$ cat src/dif_pkg.sv
package dif_pkg;

   // Sizes
   localparam int DIF_NUM_DI = 10;
   localparam int DIF_FUNC_W = 6;
   localparam int DIF_ADDR_W = 8;
   localparam int DIF_DATA_W = 32;
   localparam int DIF_FILT_W = 10;
   localparam int DIF_DIV_W  = 18;

   // Function assignment values
   localparam logic [5:0] DIF_FN_TORQUE_BLOCK = 6'h1D;
   localparam logic [5:0] DIF_FN_PULSE_IN     = 6'h1E;
   localparam logic [5:0] DIF_FN_RESERVED     = 6'h1F;
   localparam logic [5:0] DIF_FN_DC_NOW       = 6'h20;
   localparam logic [5:0] DIF_FN_EXT_FAULT    = 6'h21;
   localparam logic [5:0] DIF_FN_FREQ_LOCK    = 6'h22;
   localparam logic [5:0] DIF_FN_PID_REV      = 6'h23;
   localparam logic [5:0] DIF_FN_PANEL_STOP   = 6'h24;
   localparam logic [5:0] DIF_FN_CMD_SWITCH   = 6'h25;
   localparam logic [5:0] DIF_FN_PID_INT_HOLD = 6'h26;
   localparam logic [5:0] DIF_FN_X_PRESET     = 6'h27;
   localparam logic [5:0] DIF_FN_Y_PRESET     = 6'h28;
   localparam logic [5:0] DIF_FN_MOTOR_BIT0   = 6'h29;
   localparam logic [5:0] DIF_FN_MOTOR_BIT1   = 6'h2A;
   localparam logic [5:0] DIF_FN_PID_GAIN     = 6'h2B;
   localparam logic [5:0] DIF_FN_USER_FAULT1  = 6'h2C;
   localparam logic [5:0] DIF_FN_USER_FAULT2  = 6'h2D;
   localparam logic [5:0] DIF_FN_MODE_SWITCH  = 6'h2E;
   localparam logic [5:0] DIF_FN_ESTOP        = 6'h2F;
   localparam logic [5:0] DIF_FN_DECEL_STOP   = 6'h30;
   localparam logic [5:0] DIF_FN_DECEL_DC     = 6'h31;
   localparam logic [5:0] DIF_FN_RT_CLEAR     = 6'h32;
   localparam logic [5:0] DIF_FN_LINE_SWITCH  = 6'h33;

   // Fifth digital input index
   localparam int DIF_PULSE_DI_IDX = 4;

   // Fault codes
   localparam logic [7:0] DIF_EXTERNAL_FAULT_CODE  = 8'h0F;
   localparam logic [7:0] DIF_USER_FAULT_ONE_CODE  = 8'h1B;
   localparam logic [7:0] DIF_USER_FAULT_TWO_CODE  = 8'h1C;

   // Command sources, modes
   localparam logic [1:0] DIF_CMD_PANEL    = 2'h0;
   localparam logic [1:0] DIF_CMD_TERMINAL = 2'h1;
   localparam logic [1:0] DIF_CMD_COMM     = 2'h2;
   localparam logic [1:0] DIF_TERM_TWO1    = 2'h0;
   localparam logic [1:0] DIF_TERM_THREE1  = 2'h2;
   localparam logic       DIF_MODE_SPEED   = 1'b0;
   localparam logic [1:0] DIF_DECEL_TIME4  = 2'h3;
   localparam logic       DIF_PID_SRC_TERM = 1'b1;

   // Register offsets
   localparam logic [7:0] DIF_REG_FUNC_BASE = 8'h00;
   localparam logic [7:0] DIF_REG_FILTER    = 8'h28;
   localparam logic [7:0] DIF_REG_CONFIG    = 8'h2C;
   localparam logic [7:0] DIF_REG_RT_LIMIT  = 8'h30;
   localparam logic [7:0] DIF_REG_INPUTS    = 8'h34;
   localparam logic [7:0] DIF_REG_STATE     = 8'h38;

   // Config field positions
   localparam int DIF_CFG_PID_DIR  = 0;
   localparam int DIF_CFG_PID_SRC  = 1;
   localparam int DIF_CFG_CTRL     = 2;
   localparam int DIF_CFG_CMD_LO   = 3;
   localparam int DIF_CFG_TERM_LO  = 5;
   localparam int DIF_CFG_RT_EN    = 7;
   localparam int DIF_CFG_ACT_LO   = 8;

   // Reset values
   localparam logic [5:0]  DIF_FUNC_RESET   = 6'h00;
   localparam logic [9:0]  DIF_FILTER_RESET = 10'h00A;
   localparam logic [11:0] DIF_CONFIG_RESET = 12'h000;
   localparam logic [15:0] DIF_RT_RESET     = 16'h0000;

   // Timing
   localparam int DIF_CLK_PERIOD_NS = 4;
   localparam int DIF_MS_IN_NS      = 1000000;
   localparam int DIF_CYC_PER_MS    = DIF_MS_IN_NS / DIF_CLK_PERIOD_NS;

endpackage

$ cat src/dif_input_filter.sv
`timescale 1ns/1ps
module dif_input_filter
   import dif_pkg::*;
(
   // Clock and reset
   input  wire logic                  clk_sys,
   input  wire logic                  rst,
   // Timing
   input  wire logic                  ms_tick,
   input  wire logic [DIF_FILT_W-1:0] filter_ms,
   // Pin and result
   input  wire logic                  raw_in,
   output logic                       state
);
   logic                  sync1;
   logic                  sync2;
   logic [DIF_FILT_W-1:0] cnt;

   // Pin synchroniser
   always_ff @(posedge clk_sys)
   begin
      if (rst)
      begin
         sync1 <= 1'b0;
         sync2 <= 1'b0;
      end
      else
      begin
         sync1 <= raw_in;
         sync2 <= sync1;
      end
   end

   // Accept a new level once stable for filter_ms
   always_ff @(posedge clk_sys)
   begin
      if (rst)
      begin
         state <= 1'b0;
         cnt   <= '0;
      end
      else if (sync2 == state)
         cnt <= '0;
      else if (cnt >= filter_ms)
      begin
         state <= sync2;
         cnt   <= '0;
      end
      else if (ms_tick)
         cnt <= cnt + 1'b1;
   end

endmodule // dif_input_filter

$ cat src/dif_decoder.sv
// Function
// - Function 29 forces speed control mode
// - Pulse input honoured only on fifth input
// - Function 32 rising starts immediate DC braking
// - Function 33 reports external fault and stops
// - Function 34 blocks frequency modification
// - Function 35 inverts configured PID direction
// - Function 36 stops drive in panel mode
// - Function 37 moves terminal source to communication
// - Function 38 pauses PID integral only
// - Functions 39/40 substitute preset for X/Y
// - Functions 41/42 form motor select code
// - Code 00..11 selects motor one..four
// - Function 43 picks PID gain set when PID source is terminal
// - Functions 44/45 raise user faults
// - Function 46 toggles configured control mode
// - Function 47 emergency stop at current limit
// - Function 48 decel stop with time four
// - Function 49 decelerates then DC brakes
// - Function 50 clears running time if enabled and limit nonzero
// - Function 51 turns two-line1 into three-line1
// - Inputs pass configurable millisecond filter
//
// The plain strobed port and the register addresses were decided locally.
`timescale 1ns/1ps
module dif_decoder
   import dif_pkg::*;
#(
   parameter int CYC_PER_MS = DIF_CYC_PER_MS
)
(
   // Clock and reset
   input  wire logic                  clk_sys,
   input  wire logic                  rst,
   // Register port
   input  wire logic [DIF_ADDR_W-1:0] reg_addr,
   input  wire logic [DIF_DATA_W-1:0] reg_wdata,
   input  wire logic                  reg_wr,
   input  wire logic                  reg_rd,
   output logic [DIF_DATA_W-1:0]      reg_rdata,
   // Terminal pins
   input  wire logic [DIF_NUM_DI-1:0] di_pin,
   // Control core
   output logic                       ctrl_mode,
   output logic                       pulse_input_en,
   output logic                       dc_brake_now,
   output logic                       fault_report,
   output logic [7:0]                 fault_code,
   output logic [3:0]                 fault_action,
   output logic                       fault_stop,
   output logic                       freq_mod_block,
   output logic                       pid_reverse,
   output logic                       panel_stop,
   output logic [1:0]                 cmd_source,
   output logic                       pid_int_pause,
   output logic                       freq_x_preset,
   output logic                       freq_y_preset,
   output logic [1:0]                 motor_sel,
   output logic                       pid_gain_set,
   output logic                       estop,
   output logic                       current_limit_hold,
   output logic                       decel_stop,
   output logic [1:0]                 decel_time_sel,
   output logic                       decel_dc_brake,
   output logic                       run_time_clear,
   output logic [1:0]                 term_mode
);
   import dif_pkg::*;

   logic [DIF_FUNC_W-1:0] func_sel [DIF_NUM_DI];
   logic [DIF_FILT_W-1:0] filter_ms;
   logic [11:0]           config_reg;
   logic [15:0]           rt_limit;
   logic [DIF_DIV_W-1:0]  div_cnt;
   logic                  ms_tick;
   logic [DIF_NUM_DI-1:0] di_state;
   logic [63:0]           fn_on;
   logic [63:0]           fn_prev;
   logic [63:0]           fn_rise;
   logic [DIF_DATA_W-1:0] next_rdata;
   logic [1:0]            cfg_cmd;
   logic [1:0]            cfg_term;

   assign cfg_cmd  = config_reg[DIF_CFG_CMD_LO +: 2];
   assign cfg_term = config_reg[DIF_CFG_TERM_LO +: 2];

   // Register writes
   always_ff @(posedge clk_sys)
   begin
      if (rst)
      begin
         for (int i = 0; i < DIF_NUM_DI; i++)
            func_sel[i] <= DIF_FUNC_RESET;
         filter_ms  <= DIF_FILTER_RESET;
         config_reg <= DIF_CONFIG_RESET;
         rt_limit   <= DIF_RT_RESET;
      end
      else if (reg_wr)
      begin
         for (int i = 0; i < DIF_NUM_DI; i++)
            if (reg_addr == DIF_REG_FUNC_BASE + 8'(4 * i))
               func_sel[i] <= reg_wdata[DIF_FUNC_W-1:0];
         if (reg_addr == DIF_REG_FILTER)
            filter_ms <= reg_wdata[DIF_FILT_W-1:0];
         if (reg_addr == DIF_REG_CONFIG)
            config_reg <= reg_wdata[11:0];
         if (reg_addr == DIF_REG_RT_LIMIT)
            rt_limit <= reg_wdata[15:0];
      end
   end

   // Read mux
   always_comb
   begin
      next_rdata = '0;
      for (int i = 0; i < DIF_NUM_DI; i++)
         if (reg_addr == DIF_REG_FUNC_BASE + 8'(4 * i))
            next_rdata = {26'h0, func_sel[i]};
      case (reg_addr)
         DIF_REG_FILTER:   next_rdata = {22'h0, filter_ms};
         DIF_REG_CONFIG:   next_rdata = {20'h0, config_reg};
         DIF_REG_RT_LIMIT: next_rdata = {16'h0, rt_limit};
         DIF_REG_INPUTS:   next_rdata = {22'h0, di_state};
         DIF_REG_STATE:    next_rdata = {16'h0, estop, freq_mod_block, pid_int_pause,
                                         pid_reverse, freq_x_preset, freq_y_preset,
                                         pid_gain_set, pulse_input_en, term_mode,
                                         cmd_source, motor_sel, ctrl_mode, fault_code[0]
                                         | fault_code[1] | fault_code[2] | fault_code[3]};
         default:          ;
      endcase
   end

   always_ff @(posedge clk_sys)
   begin
      if (rst)
         reg_rdata <= '0;
      else if (reg_rd)
         reg_rdata <= next_rdata;
      else
         reg_rdata <= '0;
   end

   // Millisecond enable
   always_ff @(posedge clk_sys)
   begin
      if (rst)
      begin
         div_cnt <= '0;
         ms_tick <= 1'b0;
      end
      else if (div_cnt == DIF_DIV_W'(CYC_PER_MS - 1))
      begin
         div_cnt <= '0;
         ms_tick <= 1'b1;
      end
      else
      begin
         div_cnt <= div_cnt + 1'b1;
         ms_tick <= 1'b0;
      end
   end

   // Input filters
   for (genvar g = 0; g < DIF_NUM_DI; g++)
   begin : g_filt
      dif_input_filter u_filt (
         .clk_sys   (clk_sys),
         .rst       (rst),
         .ms_tick   (ms_tick),
         .filter_ms (filter_ms),
         .raw_in    (di_pin[g]),
         .state     (di_state[g])
      );
   end

   // Function activity; unlisted values never read
   always_comb
   begin
      fn_on = '0;
      for (int i = 0; i < DIF_NUM_DI; i++)
         if (di_state[i] && (func_sel[i] != DIF_FN_PULSE_IN || i == DIF_PULSE_DI_IDX))
            fn_on[func_sel[i]] = 1'b1;
   end

   always_ff @(posedge clk_sys)
   begin
      if (rst)
         fn_prev <= '0;
      else
         fn_prev <= fn_on;
   end

   assign fn_rise = fn_on & ~fn_prev;

   // Level controls
   always_ff @(posedge clk_sys)
   begin
      if (rst)
      begin
         ctrl_mode          <= DIF_MODE_SPEED;
         pulse_input_en     <= 1'b0;
         freq_mod_block     <= 1'b0;
         pid_reverse        <= 1'b0;
         pid_int_pause      <= 1'b0;
         freq_x_preset      <= 1'b0;
         freq_y_preset      <= 1'b0;
         motor_sel          <= 2'h0;
         pid_gain_set       <= 1'b0;
         current_limit_hold <= 1'b0;
         cmd_source         <= DIF_CMD_PANEL;
         term_mode          <= DIF_TERM_TWO1;
         fault_action       <= 4'h0;
      end
      else
      begin
         if (fn_on[DIF_FN_TORQUE_BLOCK])
            ctrl_mode <= DIF_MODE_SPEED;
         else
            ctrl_mode <= config_reg[DIF_CFG_CTRL] ^ fn_on[DIF_FN_MODE_SWITCH];
         pulse_input_en <= fn_on[DIF_FN_PULSE_IN];
         freq_mod_block <= fn_on[DIF_FN_FREQ_LOCK];
         pid_reverse    <= config_reg[DIF_CFG_PID_DIR] ^ fn_on[DIF_FN_PID_REV];
         pid_int_pause  <= fn_on[DIF_FN_PID_INT_HOLD];
         freq_x_preset  <= fn_on[DIF_FN_X_PRESET];
         freq_y_preset  <= fn_on[DIF_FN_Y_PRESET];
         motor_sel      <= {fn_on[DIF_FN_MOTOR_BIT1], fn_on[DIF_FN_MOTOR_BIT0]};
         pid_gain_set   <= (config_reg[DIF_CFG_PID_SRC] == DIF_PID_SRC_TERM)
                           && fn_on[DIF_FN_PID_GAIN];
         current_limit_hold <= fn_on[DIF_FN_ESTOP];
         if (cfg_cmd == DIF_CMD_TERMINAL && fn_on[DIF_FN_CMD_SWITCH])
            cmd_source <= DIF_CMD_COMM;
         else
            cmd_source <= cfg_cmd;
         if (cfg_term == DIF_TERM_TWO1 && fn_on[DIF_FN_LINE_SWITCH])
            term_mode <= DIF_TERM_THREE1;
         else
            term_mode <= cfg_term;
         fault_action <= config_reg[DIF_CFG_ACT_LO +: 4];
      end
   end

   // Event pulses
   always_ff @(posedge clk_sys)
   begin
      if (rst)
      begin
         dc_brake_now   <= 1'b0;
         panel_stop     <= 1'b0;
         estop          <= 1'b0;
         decel_stop     <= 1'b0;
         decel_time_sel <= 2'h0;
         decel_dc_brake <= 1'b0;
         run_time_clear <= 1'b0;
      end
      else
      begin
         dc_brake_now   <= fn_rise[DIF_FN_DC_NOW];
         panel_stop     <= fn_rise[DIF_FN_PANEL_STOP] && cfg_cmd == DIF_CMD_PANEL;
         estop          <= fn_rise[DIF_FN_ESTOP];
         decel_stop     <= fn_rise[DIF_FN_DECEL_STOP];
         decel_dc_brake <= fn_rise[DIF_FN_DECEL_DC];
         run_time_clear <= fn_rise[DIF_FN_RT_CLEAR] && config_reg[DIF_CFG_RT_EN]
                           && rt_limit != 16'h0000;
         if (fn_rise[DIF_FN_DECEL_STOP])
            decel_time_sel <= DIF_DECEL_TIME4;
      end
   end

   // Fault reports, external fault first
   always_ff @(posedge clk_sys)
   begin
      if (rst)
      begin
         fault_report <= 1'b0;
         fault_stop   <= 1'b0;
         fault_code   <= 8'h00;
      end
      else
      begin
         fault_report <= fn_rise[DIF_FN_EXT_FAULT] | fn_rise[DIF_FN_USER_FAULT1]
                         | fn_rise[DIF_FN_USER_FAULT2];
         fault_stop   <= fn_rise[DIF_FN_EXT_FAULT];
         if (fn_rise[DIF_FN_EXT_FAULT])
            fault_code <= DIF_EXTERNAL_FAULT_CODE;
         else if (fn_rise[DIF_FN_USER_FAULT1])
            fault_code <= DIF_USER_FAULT_ONE_CODE;
         else if (fn_rise[DIF_FN_USER_FAULT2])
            fault_code <= DIF_USER_FAULT_TWO_CODE;
      end
   end
endmodule // dif_decoder

$ cat config.mk
export PLATFORM = sky130hd
export DESIGN_NAME = dif_decoder
export DESIGN_NICKNAME = d
export VERILOG_FILES = /design/src/dif_pkg.sv /design/src/dif_input_filter.sv /design/src/dif_decoder.sv
export SDC_FILE = /design/constraint.sdc
export NUM_CORES = 1
export LEC_CHECK = 0
export BUFFER_PORTS_ARGS = -buffer_cell sky130_fd_sc_hd__buf_4
export CAP_MARGIN = 20
export CORE_ASPECT_RATIO = 1.4
export CORE_MARGIN = 5
export CORE_UTILIZATION = 47
export DETAILED_ROUTE_END_ITERATION = 8
export GPL_TIMING_DRIVEN = 0
export SYNTH_ARGS = -nofsm -noshare
export SYNTH_HDL_FRONTEND = slang
export SYNTH_SLANG_ARGS = --single-unit
$ cat constraint.sdc
create_clock -name clk_sys -period 2.4 [get_ports clk_sys]
set_input_delay 0.12 -clock clk_sys [delete_from_list [all_inputs] [get_ports clk_sys]]
set_output_delay 0.12 -clock clk_sys [all_outputs]
set_load 0.02 [all_outputs]
==> results.yml <==
logic_synthesis:
  yosys-top-cells-area: "dfxtp_1, edfxtp_1, ha_1, nand2_1, nor2_1"
  yosysSeqAreaShare_pct: 39.4
  yosys_warnings: 0
  synth_edf_count: 60
  synth.top_cell.area_share_pct: 28.8
  synth_commonest_cells: "dfxtp_1, nand2_1, nor2_1, ha_1, a21oi_1"
  synth_top_family_by_area: "simple AND/OR/NAND/NOR gates"
  synth-simple-area-share_pct: 26.5
  synth_top_cell_by_area: "dfxtp_1"
  ys_ff_latch: 303
  ys_types: 76
  muxShareOfSynthArea_pct: 2.63
  synth_compound_area_share_pct: 12.9
  netlist_area_sq_um: 16900
  yosysMostFrequentCell: "dfxtp_1"
  syn_area_per_cell_sq_um: 8.85
  synth-xor-area-share_pct: 6.11
  synth-main-ff-cell: "dfxtp_1"
  syn_inst: 1910
  async_flop_share_pct: 0
  synth-adder-area-share_pct: 8.22
worst_setup_path:
  critPathKind: "register to register"
  crit_fanout: 9
  critPathLaunchType: "register"
  critPathCaptureType: "register"
  cp.arrival_ns: 2.87
  rrSetupSlack_ns: -0.07
  cp.required_ns: 2.79
power_and_ir_drop:
  combinationalPowerShare_pct: 6.4
  clockPowerShare_pct: 46.7
  power.total_mw: 11.5
  intPower_mw: 8.70
  ir_drop_mv: 0.543
  power_frac_seq_pct: 46.9
  powerDensity_nw_per_um2: 572
  p_leak_nw: 7.47
  p_sw_mw: 2.84
  swShare_pct: 24.6
timing:
  finalSetupViolCount: 5
  finalCritPeriodShare_pct: 103
  period_minus_slack_ns: 2.47
  worst_hold_slack_ns: 0.0748
  setup_slack_ns: -0.0729
  hold_viol: 0
  fin_skew_ns: 0.0187
  max_slew.worst_pin.slew_ns: 1.10
  slew_headroom_pct: 26.9
  finalMaxSlewViolations: 0
  timing.fmax_mhz: 404
clock_network:
  clock_sinks: 303
  clockBufferDepth: 3
  cts_buffers: 34
  htreeDepth: 2
  clk_pin_slew_ns: 0.06
  root_buffer: "clkbuf_16"
  clock_latency_ns: 0.55
  cts_tree: "yes"
global_routing:
  grt_pass1_vias: 15246
  track_usage_pct: 32.2
  grt_max_degree: 20
  grt_pass1_wl_microns: 96000
  overflow: 0
  antenna_found_initial: 2
placed_design:
  gp_congestion: 1.08
  port_buffers: 84
  pre_cts_slack_ns: -0.833
  dpl.hpwl_microns: 48900
route:
  firstDrtPassIters: 7
  vias: 15938
  wirelength_microns: 66400
  ant_nets: 0
  post_drt_via_cell_ratio: 6.16
  drtIter0Drc: 1595
  drc: 0
  routedWlPerCell_microns: 25.7
cells_and_area:
  syn2layout_area_growth_pct: 19.3
  drive_gt1_share_pct: 14.6
  post-route-util_pct: 56.5
  largest_register_ffs: 100
  fin_nets: 2263
  reg_top3: "g_filt.u_filt.cnt (100), func_sel (60), div_cnt (18)"
  fillCellCount: 3341
  largest-register: "g_filt.u_filt.cnt"
status:
  outcome: "finished, violations left"
  violations: "negative setup slack"
job:
  cap_violations: 0
floorplan:
  initial_core_util_pct: 47.3
  rows: 82
  io_pins: 123
  coreArea_sq_um: 35700
  dieArea_sq_um: 39900
  die_h_microns: 234
  die_w_microns: 170
min_path:
  hold_class: "primary input to register"
==> final timing paths <==
path | start | depth (start not counted) | end
worst max-delay path | g_filt[9].u_filt.state | 6 | pid_reverse
worst min-delay path | reg_wr | 4 | filter_ms[0]
worst max register to register | g_filt[9].u_filt.state | 6 | pid_reverse
worst min register to register | fn_prev[32] | 1 | dc_brake_now
==> per-layer routing <==
layer,vias to the layer above,routed length [microns],track usage (%)
li1,7250,-,-
met1,7564,24200,36.6
met2,816,32400,55.6
met3,308,4770,5.67
met4,0,5080,20.1
met5,-,0,0
==> area by class of cell <==
class                   count  area [sq um]  area share [%]
diodes                      1          2.50          0.0124
plain buffers             100           539            2.67
clock buffers              49          1010            5.01
clock inverters            12           133           0.658
inverters                  29           124           0.614
multi-input cells        1479          9820            48.7
flip-flops and latches    303          6670            33.1
well taps                 462           578            2.87
repair buffers            151          1290            6.39
==> metrics by stage <==
stage	instances	setup TNS, ns	instance area, sq um
final	2586	-0.112	20200
after detailed placement	2474	-60.49	18200
after global routing	2586	-0.00227	20200
after floorplan	1928	0	17000
after CTS	2565	-0.0747	19800
after global placement	2474	-54.82	18200
==> what timing repair did <==
| item | in CTS | in global routing |
|---|---|---|
| pin swaps | 5 | 2 |
| gates resized for setup | 35 | 26 |
| hold buffers | 27 | 0 |
| buffers inserted | 13 | 26 |
| endpoints found under the setup margin | 139 | 144 |
| hold endpoints to repair | 49 | 0 |
==> worst max-delay path: stages, from the launching register on <==
cell and delay [ns]:
dfxtp_1 0.71, nand4bb_1 0.56, o22ai_1 0.34, a21oi_1 0.07
nand4_1 0.32, xnor2_1 0.21, nor2_1 0.10
==> cell families after synthesis <==
| kind of cell | count (synthesis) |
|---|---|
| xor gates and xnor gates | 118 |
| muxes | 37 |
| and+or+nand+nor | 861 |
| adders and majority gates | 111 |
| AOI/OAI and AO/OA | 333 |
| other | 1 |
| buffers and inverters | 146 |
| DFF | 303 |
==> power groups by stage <==
| stage | Clock, mW | Combinational (mW) | Sequential [mW] |
|---|---|---|---|
| finish | 5.38 | 0.741 | 5.41 |
| global route | 5.62 | 0.766 | 5.41 |
| CTS | 5.45 | 0.676 | 5.41 |
| detailed placement | 0 | 0.657 | 5.50 |
| global placement | 0 | 0.660 | 5.50 |
| floorplan | 0 | 0.389 | 5.42 |
==> placed cells by master, fill, tap and decap left out, drive strengths merged, types with 23 or more instances in the layout <==
cell | synthesis | routed
o2111ai | 23 | 23
nor4 | 28 | 28
xnor2 | 36 | 36
buf | 53 | 173
ha | 111 | 111
a22oi | 25 | 25
o21ai | 39 | 39
dlygate4sd3 | 0 | 27
nor2b | 31 | 31
inv | 28 | 27
nand4b | 27 | 27
nand3 | 41 | 41
xor2 | 82 | 82
a21oi | 98 | 98
mux2i | 23 | 23
nor3 | 53 | 53
o22ai | 40 | 40
dfxtp | 243 | 243
edfxtp | 60 | 60
nor2 | 213 | 213
and2 | 65 | 65
clkbuf | 64 | 100
nand2 | 220 | 220
nand4 | 43 | 43
No activity file was read; power rests on OpenSTA's default activity.
